--- config.mk ---
export PLATFORM = sky130hd
export DESIGN_NAME = adcsc_control
export DESIGN_NICKNAME = d
export VERILOG_FILES = /design/src/logic/adcsc_control.v /design/src/logic/adcsc_tick_gen.v
export VERILOG_INCLUDE_DIRS = /design/src /design/src/logic
export SDC_FILE = /design/constraint.sdc
export NUM_CORES = 1
export LEC_CHECK = 0
export ABC_AREA = 1
export ABC_CLOCK_PERIOD_IN_PS = 2000
export BUFFER_PORTS_ARGS = -buffer_cell sky130_fd_sc_hd__buf_2
export CAP_MARGIN = 20
export CORE_ASPECT_RATIO = 0.7
export CORE_MARGIN = 4
export CORE_UTILIZATION = 50
export CTS_BUF_LIST = sky130_fd_sc_hd__clkbuf_16
export DETAILED_ROUTE_END_ITERATION = 6
export PLACE_DENSITY = 0.71
export SLEW_MARGIN = 20
export SYNTH_ARGS = -nofsm -noshare
export SYNTH_HDL_FRONTEND = slang
export SYNTH_HIERARCHICAL = 1
export SYNTH_SLANG_ARGS = --single-unit
--- constraint.sdc ---
create_clock -name clk_in -period 2 [get_ports clk_in]
set_clock_uncertainty 0.05 [all_clocks]
set_input_delay 0.3 -clock clk_in [delete_from_list [all_inputs] [get_ports clk_in]]
set_output_delay 0.3 -clock clk_in [all_outputs]
set_load 0.01 [all_outputs]
--- src/logic/adcsc_map.vh ---
// Register offsets, field positions, reset values and timing counts
`ifndef ADCSC_MAP_VH
`define ADCSC_MAP_VH

// =============================================
// Register offsets
`define ADCSC_OFF_CTRL_A 4'h0
`define ADCSC_OFF_CFG_B 4'h1
`define ADCSC_OFF_RES_HI 4'h2
`define ADCSC_OFF_RES_LO 4'h3
`define ADCSC_OFF_IRQ_FLAG 4'h4
`define ADCSC_OFF_IRQ_EN 4'h5
`define ADCSC_OFF_PORT_LO 4'h6
`define ADCSC_OFF_PORT_HI 4'h7
`define ADCSC_OFF_DIR_LO 4'h8
`define ADCSC_OFF_DIR_HI 4'h9
`define ADCSC_OFF_LAT_LO 4'hA
`define ADCSC_OFF_LAT_HI 4'hB

// =============================================
// Field positions of converter_control_a
`define ADCSC_CTRL_ON 0
`define ADCSC_CTRL_GO 2
`define ADCSC_CTRL_CH_LSB 4
`define ADCSC_CTRL_CH_MSB 7

// =============================================
// Field positions of converter_config_b
`define ADCSC_CFG_CLK_LSB 0
`define ADCSC_CFG_CLK_MSB 1
`define ADCSC_CFG_RJUST 2
`define ADCSC_CFG_PCFG_LSB 4
`define ADCSC_CFG_PCFG_MSB 7

// =============================================
// Conversion clock selections
`define ADCSC_CLK_DIV8 2'h0
`define ADCSC_CLK_DIV32 2'h1
`define ADCSC_CLK_DIV64 2'h2
`define ADCSC_CLK_RC 2'h3

// =============================================
// Reset values
`define ADCSC_RST_CTRL_A 8'h00
`define ADCSC_RST_CFG_B 8'h00
`define ADCSC_RST_RES 8'h00
`define ADCSC_RST_DIR 16'hFFFF

// =============================================
// Timing counts, in conversion-bit periods
`define ADCSC_CONV_TADS 4'hC
`define ADCSC_ABORT_TADS 4'h2

`endif

--- src/logic/adcsc_control.v ---
// Converter sequencing, port pin set-up and register file
// Notes on behaviour
// - A port read returns zero for every pin set up as an analog channel.
// - Conversions run whatever the channel field and direction bits hold.
// - A selected pin driven as output converts its own driver level.
// - A selected pin used as a digital input is still converted.
// - Clearing the go flag during a conversion aborts it at once.
// - An aborted conversion leaves both result bytes untouched.
// - After an abort the next acquisition waits two bit periods.
// - After that wait acquisition restarts on the selected channel.
// - The first segment after go lasts one cycle up to one bit period.
// - Completion sets the done interrupt flag and clears the go flag.
// - Writing 0x01 to control register A turns on and picks channel 0.
// - Zero in config B means all analog, clock divided by 8, left justified.
`timescale 1ns/10ps
`default_nettype none
`include "adcsc_map.vh"

module adcsc_control #(
  parameter RC_DIV = 16,
  parameter PINS = 16
) (
  // Clock and reset
  input wire clk_in,
  input wire arst_n_in,
  // Register port
  input wire [3:0] addr_in,
  input wire [7:0] wdata_in,
  input wire wr_in,
  input wire rd_in,
  output reg [7:0] rdata_out,
  // Interrupt
  output reg irq_out,
  // Port pins
  input wire [PINS-1:0] pin_in,
  output reg [PINS-1:0] pin_out,
  output reg [PINS-1:0] pin_oe_n_out,
  // Analog front end
  input wire [9:0] sample_in,
  output reg [3:0] chan_sel_out,
  output reg acquire_out
);

  // ==========================================
  // Sequencer states
  localparam [4:0] ST_OFF = 5'b00001;
  localparam [4:0] ST_ACQ = 5'b00010;
  localparam [4:0] ST_SYNC = 5'b00100;
  localparam [4:0] ST_CONV = 5'b01000;
  localparam [4:0] ST_HOLD = 5'b10000;
  localparam [7:0] CTRL_A_RST = `ADCSC_RST_CTRL_A;

  // ==========================================
  // Declarations
  reg [4:0] state;
  reg [4:0] next_state;
  reg conv_on;
  reg [3:0] chan;
  reg [7:0] cfg_b;
  reg [7:0] res_hi;
  reg [7:0] res_lo;
  reg done_flag;
  reg done_en;
  reg [PINS-1:0] dir;
  reg [PINS-1:0] latch;
  reg [3:0] tad_cnt;
  reg [3:0] next_tad_cnt;
  reg [9:0] held;
  reg [7:0] next_rdata;
  reg done_evt;
  reg abort_evt;
  reg start_evt;
  wire tad_tick;
  wire wr_ctrl;
  wire go_wr;
  wire busy;
  wire [PINS-1:0] analog;
  wire [PINS-1:0] port_view;
  wire [9:0] conv_in;

  // ==========================================
  // Helpers

  // Pin index analog when below the count left by the config field
  function [PINS-1:0] analog_map;
    input [3:0] pcfg;
    integer i;
    begin
      analog_map = {PINS{1'b0}};
      for (i = 0; i < PINS; i = i + 1) begin
        if (i < (PINS - pcfg)) begin
          analog_map[i] = 1'b1;
        end
      end
    end
  endfunction

  // High byte of a justified result
  function [7:0] just_hi;
    input [9:0] r;
    input rj;
    begin
      if (rj) begin
        just_hi = {6'h00, r[9:8]};
      end else begin
        just_hi = r[9:2];
      end
    end
  endfunction

  // Low byte of a justified result
  function [7:0] just_lo;
    input [9:0] r;
    input rj;
    begin
      if (rj) begin
        just_lo = r[7:0];
      end else begin
        just_lo = {r[1:0], 6'h00};
      end
    end
  endfunction

  // ==========================================
  // Conversion-bit period divider
  adcsc_tick_gen #(
    .RC_DIV(RC_DIV)
  ) u_tick (
    .clk_in(clk_in),
    .arst_n_in(arst_n_in),
    .run_in(conv_on),
    .clk_sel_in(cfg_b[`ADCSC_CFG_CLK_MSB:`ADCSC_CFG_CLK_LSB]),
    .tick_out(tad_tick)
  );

  // ==========================================
  // Decode and derived terms
  assign wr_ctrl = wr_in && (addr_in == `ADCSC_OFF_CTRL_A);
  assign go_wr = wdata_in[`ADCSC_CTRL_GO];
  assign busy = (state == ST_SYNC) || (state == ST_CONV);
  assign analog = analog_map(
    cfg_b[`ADCSC_CFG_PCFG_MSB:`ADCSC_CFG_PCFG_LSB]);
  assign port_view = pin_in & ~analog;

  // Output pin converts its driver level, else the pad level
  assign conv_in = dir[chan] ? sample_in :
    {10{latch[chan]}};

  // ==========================================
  // Sequencer next state; channel and direction never gate it
  always @* begin
    next_state = state;
    next_tad_cnt = tad_cnt;
    start_evt = 1'b0;
    abort_evt = 1'b0;
    done_evt = 1'b0;
    case (state)
      ST_OFF: begin
        if (conv_on) begin
          next_state = ST_ACQ;
        end
      end
      ST_ACQ: begin
        // Go set while on starts a conversion
        if (wr_ctrl && go_wr && wdata_in[`ADCSC_CTRL_ON]) begin
          next_state = ST_SYNC;
          start_evt = 1'b1;
        end
      end
      ST_SYNC: begin
        // Wait for the bit clock edge: one cycle to one period
        if (wr_ctrl && !go_wr) begin
          next_state = ST_HOLD;
          next_tad_cnt = 4'h0;
          abort_evt = 1'b1;
        end else if (tad_tick) begin
          next_state = ST_CONV;
          next_tad_cnt = 4'h0;
        end
      end
      ST_CONV: begin
        if (wr_ctrl && !go_wr) begin
          next_state = ST_HOLD;
          next_tad_cnt = 4'h0;
          abort_evt = 1'b1;
        end else if (tad_tick) begin
          if (tad_cnt == `ADCSC_CONV_TADS - 4'h1) begin
            next_state = ST_ACQ;
            done_evt = 1'b1;
          end else begin
            next_tad_cnt = tad_cnt + 4'h1;
          end
        end
      end
      ST_HOLD: begin
        // Two bit periods before acquisition resumes
        if (tad_tick) begin
          if (tad_cnt == `ADCSC_ABORT_TADS - 4'h1) begin
            next_state = ST_ACQ;
          end else begin
            next_tad_cnt = tad_cnt + 4'h1;
          end
        end
      end
      default: begin
        next_state = ST_OFF;
      end
    endcase
    // Switching off ends any activity
    if (!conv_on || (wr_ctrl && !wdata_in[`ADCSC_CTRL_ON])) begin
      next_state = ST_OFF;
      done_evt = 1'b0;
    end
  end

  // ==========================================
  // Sequencer state, counters and held sample
  always @(posedge clk_in or negedge arst_n_in) begin
    if (!arst_n_in) begin
      state <= ST_OFF;
      tad_cnt <= 4'h0;
      held <= 10'h000;
    end else begin
      state <= next_state;
      tad_cnt <= next_tad_cnt;
      if (start_evt) begin
        held <= conv_in;
      end
    end
  end

  // ==========================================
  // Control register A and config register B
  always @(posedge clk_in or negedge arst_n_in) begin
    if (!arst_n_in) begin
      conv_on <= CTRL_A_RST[`ADCSC_CTRL_ON];
      chan <= CTRL_A_RST[`ADCSC_CTRL_CH_MSB:`ADCSC_CTRL_CH_LSB];
      cfg_b <= `ADCSC_RST_CFG_B;
    end else begin
      if (wr_ctrl) begin
        conv_on <= wdata_in[`ADCSC_CTRL_ON];
        chan <= wdata_in[`ADCSC_CTRL_CH_MSB:`ADCSC_CTRL_CH_LSB];
      end
      if (wr_in && (addr_in == `ADCSC_OFF_CFG_B)) begin
        cfg_b <= wdata_in;
      end
    end
  end

  // ==========================================
  // Result pair: written by software or by a completed conversion
  always @(posedge clk_in or negedge arst_n_in) begin
    if (!arst_n_in) begin
      res_hi <= `ADCSC_RST_RES;
      res_lo <= `ADCSC_RST_RES;
    end else if (done_evt) begin
      res_hi <= just_hi(held, cfg_b[`ADCSC_CFG_RJUST]);
      res_lo <= just_lo(held, cfg_b[`ADCSC_CFG_RJUST]);
    end else begin
      // Abort path never reaches here with new data
      if (wr_in && (addr_in == `ADCSC_OFF_RES_HI)) begin
        res_hi <= wdata_in;
      end
      if (wr_in && (addr_in == `ADCSC_OFF_RES_LO)) begin
        res_lo <= wdata_in;
      end
    end
  end

  // ==========================================
  // Done flag: set wins over a write-one clear
  always @(posedge clk_in or negedge arst_n_in) begin
    if (!arst_n_in) begin
      done_flag <= 1'b0;
      done_en <= 1'b0;
    end else begin
      if (done_evt) begin
        done_flag <= 1'b1;
      end else if (wr_in && (addr_in == `ADCSC_OFF_IRQ_FLAG)
                   && wdata_in[0]) begin
        done_flag <= 1'b0;
      end
      if (wr_in && (addr_in == `ADCSC_OFF_IRQ_EN)) begin
        done_en <= wdata_in[0];
      end
    end
  end

  // ==========================================
  // Port direction and output latches
  always @(posedge clk_in or negedge arst_n_in) begin
    if (!arst_n_in) begin
      dir <= `ADCSC_RST_DIR;
      latch <= {PINS{1'b0}};
    end else if (wr_in) begin
      case (addr_in)
        `ADCSC_OFF_DIR_LO: dir[7:0] <= wdata_in;
        `ADCSC_OFF_DIR_HI: dir[PINS-1:8] <= wdata_in[PINS-9:0];
        `ADCSC_OFF_LAT_LO: latch[7:0] <= wdata_in;
        `ADCSC_OFF_LAT_HI: latch[PINS-1:8] <= wdata_in[PINS-9:0];
        default: begin
          dir <= dir;
        end
      endcase
    end
  end

  // ==========================================
  // Read data mux
  always @* begin
    case (addr_in)
      `ADCSC_OFF_CTRL_A: begin
        next_rdata = {chan, 1'b0, busy, 1'b0, conv_on};
      end
      `ADCSC_OFF_CFG_B: next_rdata = cfg_b;
      `ADCSC_OFF_RES_HI: next_rdata = res_hi;
      `ADCSC_OFF_RES_LO: next_rdata = res_lo;
      `ADCSC_OFF_IRQ_FLAG: next_rdata = {7'h00, done_flag};
      `ADCSC_OFF_IRQ_EN: next_rdata = {7'h00, done_en};
      `ADCSC_OFF_PORT_LO: next_rdata = port_view[7:0];
      `ADCSC_OFF_PORT_HI: next_rdata = port_view[PINS-1:8];
      `ADCSC_OFF_DIR_LO: next_rdata = dir[7:0];
      `ADCSC_OFF_DIR_HI: next_rdata = dir[PINS-1:8];
      `ADCSC_OFF_LAT_LO: next_rdata = latch[7:0];
      `ADCSC_OFF_LAT_HI: next_rdata = latch[PINS-1:8];
      default: next_rdata = 8'h00;
    endcase
  end

  // ==========================================
  // Registered outputs
  always @(posedge clk_in or negedge arst_n_in) begin
    if (!arst_n_in) begin
      rdata_out <= 8'h00;
      irq_out <= 1'b0;
      pin_out <= {PINS{1'b0}};
      pin_oe_n_out <= {PINS{1'b1}};
      chan_sel_out <= 4'h0;
      acquire_out <= 1'b0;
    end else begin
      // Read data stands only in the cycle after the strobe
      rdata_out <= rd_in ? next_rdata : 8'h00;
      irq_out <= (done_flag && done_en) || (done_evt && done_en);
      pin_out <= latch;
      pin_oe_n_out <= dir; // Low while driving
      chan_sel_out <= chan;
      // Sampling switch closed while waiting for go
      acquire_out <= (next_state == ST_ACQ);
    end
  end

endmodule // adcsc_control

`default_nettype wire

--- src/logic/adcsc_tick_gen.v ---
// Conversion-bit period divider producing a one-cycle enable pulse
`timescale 1ns/10ps
`default_nettype none
`include "adcsc_map.vh"

module adcsc_tick_gen #(
  parameter RC_DIV = 16
) (
  // Clock and reset
  input wire clk_in,
  input wire arst_n_in,
  // Control
  input wire run_in,
  input wire [1:0] clk_sel_in,
  // Enable pulse
  output reg tick_out
);

  reg [7:0] count;
  reg [7:0] last;

  // Terminal count from the clock selection
  always @* begin
    case (clk_sel_in)
      `ADCSC_CLK_DIV8: last = 8'h07;
      `ADCSC_CLK_DIV32: last = 8'h1F;
      `ADCSC_CLK_DIV64: last = 8'h3F;
      default: last = RC_DIV[7:0] - 8'h01;
    endcase
  end

  // Free count while running, pulse at wrap
  always @(posedge clk_in or negedge arst_n_in) begin
    if (!arst_n_in) begin
      count <= 8'h00;
      tick_out <= 1'b0;
    end else if (!run_in) begin
      count <= 8'h00;
      tick_out <= 1'b0;
    end else if (count >= last) begin
      count <= 8'h00;
      tick_out <= 1'b1;
    end else begin
      count <= count + 8'h01;
      tick_out <= 1'b0;
    end
  end

endmodule // adcsc_tick_gen

`default_nettype wire

==> results of run 1 <==
[final timing paths]
path                       depth (start not counted)                         end                 start
setup / recovery                                  11      rdata_out[3]$_DFF_PN0_  cfg_b[4]$_DFFE_PN0P_
hold / removal                                     3      rdata_out[7]$_DFF_PN0_                 rd_in
setup reg to reg                                  11      rdata_out[3]$_DFF_PN0_  cfg_b[4]$_DFFE_PN0P_
hold reg to reg                                    0  pin_oe_n_out[13]$_DFF_PN1_   dir[13]$_DFFE_PN1P_
max in group asynchronous                          3          state[0]$_DFF_PN1_             arst_n_in
min in group asynchronous                          2        pin_out[7]$_DFF_PN0_             arst_n_in
[cell usage in the layout, fill, tap and decap left out, types with 3 or more instances in the layout]
cell          n
nand2_1     291
buf_2        86
buf_12        3
dfrtp_1     104
nor2_2        8
xor2_1        4
a21oi_1      11
nor2_4        5
dfstp_2      33
inv_6         4
nand3_1      55
buf_4        12
nor3_1        3
o21ai_1       7
clkinvlp_4    5
o211ai_1      7
inv_1        85
o21ai_0      72
o22ai_1      10
inv_2        11
nor2_1       51
clkbuf_16    17
nand4_1       5
ha_1         11
[cell usage after synthesis, types with 2 or more instances]
| cell | n | area (sq um) |
|---|---|---|
| nor2_2 | 7 | 43.8 |
| nand3_1 | 55 | 275 |
| o2bb2ai_1 | 2 | 17.5 |
| nand2_1 | 293 | 1100 |
| nor2_1 | 52 | 195 |
| nor3_1 | 3 | 15.0 |
| nand3_2 | 2 | 20.0 |
| o22ai_1 | 10 | 62.6 |
| clkinv_1 | 2 | 7.51 |
| buf_2 | 9 | 45.0 |
| dfstp_2 | 33 | 867 |
| ha_1 | 11 | 138 |
| nor2_4 | 5 | 56.3 |
| xor2_1 | 4 | 35.0 |
| o21ai_1 | 7 | 35.0 |
| inv_2 | 10 | 37.5 |
| o21ai_0 | 72 | 360 |
| a21oi_1 | 11 | 55.1 |
| nor3b_1 | 2 | 15.0 |
| o211ai_1 | 7 | 52.6 |
| nand4_1 | 5 | 31.3 |
| inv_1 | 86 | 323 |
| buf_4 | 2 | 15.0 |
| nand2_4 | 2 | 22.5 |
| clkbuf_1 | 4 | 15.0 |
| dfrtp_1 | 104 | 2600 |
[kinds of logic after synthesis]
family / synth area share
simple gates: 0.276
flops: 0.524
compound gates: 0.104
buf+inv: 0.0686
fa+ha+maj: 0.0208
xor+xnor: 0.00662
other cells: 0.000567
[state kept, by name (all words and copies together) (netlist names)]
register	count
conv_on	1
dir	16
tad_cnt	4
rdata_out	8
pin_out	16
chan_sel_out	4
u_tick/count	8
done_flag	1
pin_oe_n_out	16
u_tick/tick_out	1
done_en	1
latch	16
state	5
res_lo	8
held	10
res_hi	8
irq_out	1
cfg_b	8
chan	4
acquire_out	1
[area by class of cell]
class / count / area share
Clock buffer: 17 / 0.0536
Clock inverter: 15 / 0.0208
Inverter: 98 / 0.0468
Multi-Input combinational cell: 567 / 0.340
Sequential cell: 137 / 0.437
Tap cell: 162 / 0.0255
Timing Repair Buffer: 103 / 0.0758
[per-layer routing]
| metal | vias to the layer above | share of wire | global-route usage |
|---|---|---|---|
| met1 | 2681 | 0.47 | 0.346 |
| met5 | - | 0 | 0 |
| met4 | 0 | 0.025 | 0.0962 |
| li1 | 2818 | - | - |
| met3 | 38 | 0.066 | 0.0422 |
| met2 | 253 | 0.43 | 0.350 |
[timing repair]
| item | CTS | global route |
|---|---|---|
| setup endpoints to repair | 0 | 27 |
| hold buffers | 1 | 0 |
| endpoints found under the hold margin | 35 | 0 |
| gates resized for setup | 0 | 5 |
| buffers inserted | 0 | 1 |
[where the power goes]
group | switching, mW | total (mW) | internal [mW] | leakage [nW]
Clock | 1.28 | 3.14 | 1.86 | 0.282
Combinational | 1.18 | 1.81 | 0.635 | 2.18
Sequential | 0.346 | 3.71 | 3.37 | 1.68
Total | 2.80 | 8.66 | 5.86 | 4.14
[worst max-delay path: cells and delay by family, from the launching register on]
kind                     cells  cell delay [ns]
adder cells (fa/ha/maj)      1             0.20
flip-flops                   1             0.40
buffers and inverters        2             0.28
AND/OR/NAND/NOR              8             0.85
==> reports/summary.txt, run 1 <==
STATUS
---------------------------------------------------------------------------------
Result of the run                                                    complete, no violations

LAYOUT
---------------------------------------------------------------------------------
Ratio of cells with drive above 1 in the final layout                       0.216
Sequential Area                                                        3470 sq um
Final instance count without filler cells                                    1099
Final antenna diode count                                                       0
Combined area of the multi-input logic cells                           2700 sq um
Number of nets in the layout                                                  977
Layout filler cell count                                                     1111
Final core utilization                                                      0.626
Finished layout cell area                                              7940 sq um
Area growth from synthesis to final layout                                  19.9%

CTS
---------------------------------------------------------------------------------
Clock tree from TritonCTS                                                    done
Cts bufs inserted                                                              17
Clk sink count                                                                137
Clock-pin transition on the worst setup and hold timing paths             0.07 ns
Clk Latency, worst-skew pair                                              0.42 ns
Buffer depth of the longest clock path                                          2
Clock tree root driver cell                                             clkbuf_16
Maximum level of the CTS H-tree                                                 4

GLOBAL ROUTING
---------------------------------------------------------------------------------
Wire length of the first global-routing pass                             28700 um
Initial antenna violation count                                                 0
Pin count of the biggest net entering global routing                           56
Congestion Overflow GR                                                          0
Global-route total usage across every layer                                 0.237
Via count of the first global-routing pass                                   5576

ROUTING
---------------------------------------------------------------------------------
Count of nets left with antenna violations after detail routing                 0
Detailed-route DRC error count                                                  0
Number of optimization iterations in the first detailed-route pass              5
Average wire per standard cell                                            16.0 um
Number of DRC violations after detailed-routing iteration 0                   561
Vias/cell                                                                    5.27
Count of vias placed by the detailed router                                  5790
WL final                                                                 17500 um

CRITICAL PATH
---------------------------------------------------------------------------------
Critical Path Sink Type                                                      flop
Worst EP required                                                         2.25 ns
Endpoint arrival time on the critical path                                2.17 ns
Dominant cell type by count on the critical path                           nor2_1
Kind of critical path                                                flop to flop
Largest driver fanout on the critical path                                      6
Critical path launch point type                                              flop
Critical path, cell by cell                                          inv_1 -> ha_1 -> nand2_1 -> nor2_1 -> nor2_1 -> nand2_1 -> inv_1 -> nand3_1 -> nand3_1 -> nor2_1 -> nor2_1
Max incr delay on CP                                                      0.40 ns
Slowest cell on the critical path                                         dfrtp_1
Slack of the worst reg-to-reg path                                        0.08 ns

TIMING
---------------------------------------------------------------------------------
PnR worst setup slack                                                   0.0814 ns
Hold Fails Final Rpt                                                            0
Unrepaired setup endpoints after global routing                              true
Final-report setup violation count                                              0
Final critical path time including I/O delays and setup                   1.92 ns
Fin Setup TNS                                                                0 ns
Final clock period utilization by the worst path                            0.959
Hold slack                                                              0.0240 ns
Max Clock Freq                                                            521 MHz
Final max-slew violation count                                                  0

FLOORPLAN
---------------------------------------------------------------------------------
Width of the die                                                           146 um
I/O pin total                                                                  88
Vertical extent of the die                                                 104 um
Die area                                                              15200 sq um
FP Rows                                                                        34
Std-Cell Core Area                                                    12700 sq um
Initial standard-cell utilization of the core                               0.522

PLACED DESIGN
---------------------------------------------------------------------------------
Global placement routability congestion                                     0.963
Pre-CTS setup slack                                                      0.160 ns
Number of I/O port buffers                                                     87
Placed instance area                                                   7320 sq um
Number of placed instances with taps included                                1065
Post-detail-place hpwl                                                   13000 um

LOGIC SYNTHESIS
---------------------------------------------------------------------------------
Post-synth EDFFs                                                                0
Top flip-flop cell by instance count after synthesis                      dfrtp_1
Synthesized netlist cell count                                                818
Sequential cell area fraction in the yosys report                           0.524
Share of flip-flops with an asynchronous set or reset                        1.00
Synth Net Count                                                               871
Post-synthesis register bit count                                             137
Per-instance average area after synthesis                              8.09 sq um
Area of the mapped netlist                                             6620 sq um
Yosys synthesis warning count                                                   6
Cell variety after synth                                                       44

PWR
---------------------------------------------------------------------------------
Pwr per Cell Area                                                    1090 nW/um^2
Max IR drop VDD                                                          0.643 mV
P_leak                                                                    4.14 nW
Final Power                                                               8.66 mW

MIN PATH
---------------------------------------------------------------------------------
Hold Path Class                                                      input pin to flop

FLOW RUN
---------------------------------------------------------------------------------
Number of max-cap violations                                                    0

(Power assumes the default switching activity.)
==> inputs of run 2 (changes only) <==
- ABC_CLOCK_PERIOD_IN_PS: 2000 -> 2100
- CTS_BUF_LIST: sky130_fd_sc_hd__clkbuf_16 -> sky130_fd_sc_hd__clkbuf_2
- RECOVER_POWER: default -> 25
- clock period: 2 -> 2.1 ns (I/O delays scaled with it)
==> run 2 against run 1 <==
  * First-iteration DRC count grew 11%
  * The flow now finishes with violations (max-capacitance violations, max-slew violations)
  * Highest routed layer unchanged
  * Register-to-register slack gained 0.04 ns
  * Largest power group unchanged
  * Worst setup slack gained 0.044 ns
  * Cell count grew 3.7%
  * Wire length grew 6.5%
  * Non-clock buffer count grew 40
==> reports/summary.txt, run 2 (synthesis gave the netlist of run 1 again) <==
STATUS
---------------------------------------------------------------------------------
Result of the run                                                    finished with violations   was complete, no violations
Failing checks                                                       max-capacitance violations, max-slew violations

CTS
---------------------------------------------------------------------------------
Buffer depth of the longest clock path                                          2   unchanged
Clock tree root driver cell                                              clkbuf_2   was clkbuf_16
Clock tree from TritonCTS                                                    done   unchanged
Maximum level of the CTS H-tree                                                 4   unchanged
Clock-pin transition on the worst setup and hold timing paths             0.26 ns   was 0.07 ns
Cts bufs inserted                                                              17   unchanged
Clk Latency, worst-skew pair                                              0.74 ns   was 0.42 ns
Clk sink count                                                                137   unchanged

CRITICAL PATH
---------------------------------------------------------------------------------
Critical path launch point type                                              flop   unchanged
Slowest cell on the critical path                                         dfrtp_1   unchanged
Largest driver fanout on the critical path                                      6   unchanged
Kind of critical path                                                flop to flop   unchanged
Critical Path Sink Type                                                      flop   unchanged
Start of the worst register-to-register path                         cfg_b[5]$_DFFE_PN0P_   was cfg_b[4]$_DFFE_PN0P_
Worst reg2reg endpoint                                               rdata_out[3]$_DFF_PN0_   unchanged
Dominant cell type by count on the critical path                           nor2_1   unchanged
Critical path, cell by cell                                          inv_1 -> ha_1 -> nand2_1 -> nor2_1 -> nor2_1 -> nand2_2 -> inv_1 -> nand3_1 -> nand3_1 -> nor2_1 -> nor2_1   was inv_1 -> ha_1 -> nand2_1 -> nor2_1 -> nor2_1 -> nand2_1 -> inv_1 -> nand3_1 -> nand3_1 -> nor2_1 -> nor2_1
Worst EP required                                                         2.67 ns   was 2.25 ns
Critical path depth                                                            11   unchanged
Max incr delay on CP                                                      0.44 ns   was 0.40 ns
Endpoint arrival time on the critical path                                2.55 ns   was 2.17 ns
Slack of the worst reg-to-reg path                                        0.13 ns   was 0.08 ns
Crit path buffers/inverters                                                     2   unchanged
Family with the most delay on the worst path                         simple AND/OR/NAND/NOR gates   unchanged
Reg2reg path depth                                                             11   unchanged

GLOBAL ROUTING
---------------------------------------------------------------------------------
Pin count of the biggest net entering global routing                           64   was 56
Initial antenna violation count                                                 0   unchanged
Wire length of the first global-routing pass                             30400 um   was 28700 um
Congestion Overflow GR                                                          0   unchanged
Via count of the first global-routing pass                                   5751   was 5576
Global-route total usage across every layer                                 0.254   was 0.237

PWR
---------------------------------------------------------------------------------
Final Power                                                               7.14 mW   was 8.66 mW
Max IR drop VDD                                                          0.630 mV   was 0.643 mV
Pwr per Cell Area                                                     888 nW/um^2   was 1090 nW/um^2
P_leak                                                                    4.19 nW   was 4.14 nW

PLACED DESIGN
---------------------------------------------------------------------------------
Number of I/O port buffers                                                     87   unchanged
Global placement routability congestion                                     0.931   was 0.963
Post-detail-place hpwl                                                   13300 um   was 13000 um
Number of placed instances with taps included                                1062   was 1065

MIN PATH
---------------------------------------------------------------------------------
Hold Path Cell Cnt                                                              5   was 3
Worst Hold Path EP                                                   done_en$_DFFE_PN0P_   was rdata_out[7]$_DFF_PN0_
Hold path start                                                        addr_in[0]   was rd_in
Hold Path Class                                                      input pin to flop   unchanged

ROUTING
---------------------------------------------------------------------------------
Count of vias placed by the detailed router                                  6057   was 5790
Number of DRC violations after detailed-routing iteration 0                   620   was 561
WL final                                                                 18700 um   was 17500 um
Number of optimization iterations in the first detailed-route pass              5   unchanged
Detailed-route DRC error count                                                  0   unchanged
Average wire per standard cell                                            16.4 um   was 16.0 um
Count of nets left with antenna violations after detail routing                 0   unchanged
Vias/cell                                                                    5.31   was 5.27

LAYOUT
---------------------------------------------------------------------------------
Number of nets in the layout                                                 1018   was 977
Highest-count cells in the layout ignoring fill and taps             nand2_1, dfrtp_1, buf_2   unchanged
Final instance count without filler cells                                    1140   was 1099
Area growth from synthesis to final layout                                  21.4%   was 19.9%
Ratio of cells with drive above 1 in the final layout                       0.208   was 0.216
Most common cell after layout, fill and taps aside                        nand2_1   unchanged
Final antenna diode count                                                       0   unchanged

TIMING
---------------------------------------------------------------------------------
Final max-slew violation count                                                 62   was 0
Final clock period utilization by the worst path                            0.940   was 0.959
Fin Setup TNS                                                                0 ns   unchanged
Max_slew headroom                                                         -0.0271
Final-report setup violation count                                              0   unchanged
Hold Fails Final Rpt                                                            0   unchanged
Measured slew at the worst slew-check pin                                 1.54 ns
Hold slack                                                              0.0389 ns   was 0.0240 ns
Final critical path time including I/O delays and setup                   1.97 ns   was 1.92 ns
Max Clock Freq                                                            507 MHz   was 521 MHz
Unrepaired setup endpoints after global routing                             false   was true

FLOORPLAN
---------------------------------------------------------------------------------
FP Rows                                                                        34   unchanged
I/O pin total                                                                  88   unchanged
Initial standard-cell utilization of the core                               0.522   unchanged
Std-Cell Core Area                                                    12700 sq um   unchanged
Width of the die                                                           146 um   unchanged
Vertical extent of the die                                                 104 um   unchanged
Die area                                                              15200 sq um   unchanged

FLOW RUN
---------------------------------------------------------------------------------
Number of max-cap violations                                                    1   was 0

## run 2: cell type report
cell class                      instances  area (sq um)
Clock inverter                         15           186
Timing Repair Buffer                  143           993
Clock buffer                           17          85.1
Tap cell                              162           203
Fill cell                            1105          4640
Inverter                               98           372
Sequential cell                       137          3470
Multi-Input combinational cell        568          2720
## run 2: worst max-delay path by stage
stage	startpoint	end
after floorplan	tad_cnt[0]$_DFFE_PN0P_	res_lo[0]$_DFFE_PN0P_
after global placement	state[1]$_DFF_PN0_	res_hi[3]$_DFFE_PN0P_
after detailed placement	addr_in[3]	res_hi[1]$_DFFE_PN0P_
after CTS	state[1]$_DFF_PN0_	res_hi[5]$_DFFE_PN0P_
after global routing	tad_cnt[0]$_DFFE_PN0P_	res_hi[5]$_DFFE_PN0P_
final	cfg_b[5]$_DFFE_PN0P_	rdata_out[3]$_DFF_PN0_
## run 2: stage by stage
| step | setup WS (ns) | cell area, sq um | util |
|---|---|---|---|
| 6_report | 0.126 | 8030 | 0.634 |
| 5_1_grt | 0.0378 | 8030 | 0.634 |
| 4_1_cts | 0.127 | 7970 | 0.629 |
| 3_5_place_dp | 0.191 | 7300 | 0.576 |
| 3_3_place_gp | 0.222 | 7300 | 0.576 |
| 2_1_floorplan | 0.521 | 6620 | - |
## run 2: repair_timing
action | 4_1_cts | 5_1_grt
endpoints found under the hold margin | 189 | 0
buffers inserted | 0 | 5
gates resized for setup | 0 | 8
hold buffers | 40 | 0
setup endpoints to repair | 0 | 21
## run 2: power by group
part | switching, mW | internal (mW)
logic | 1.15 | 0.681
registers | 0.322 | 3.20
clock network | 1.09 | 0.693
total | 2.56 | 4.57
## run 2: tightest hold or removal path, stage by stage
cell     delay [ns]
buf_2          0.13
nand2_1        0.07
inv_1          0.07
nand3_1        0.09
o21ai_0        0.08
## run 2: metal layers
| layer | global-route usage | wire (um) | share of wire |
|---|---|---|---|
| met2 | 0.377 | 8240 | 0.44 |
| met4 | 0.114 | 715 | 0.038 |
| met1 | 0.359 | 8320 | 0.45 |
| met3 | 0.0553 | 1400 | 0.075 |
| met5 | 0 | 0 | 0 |
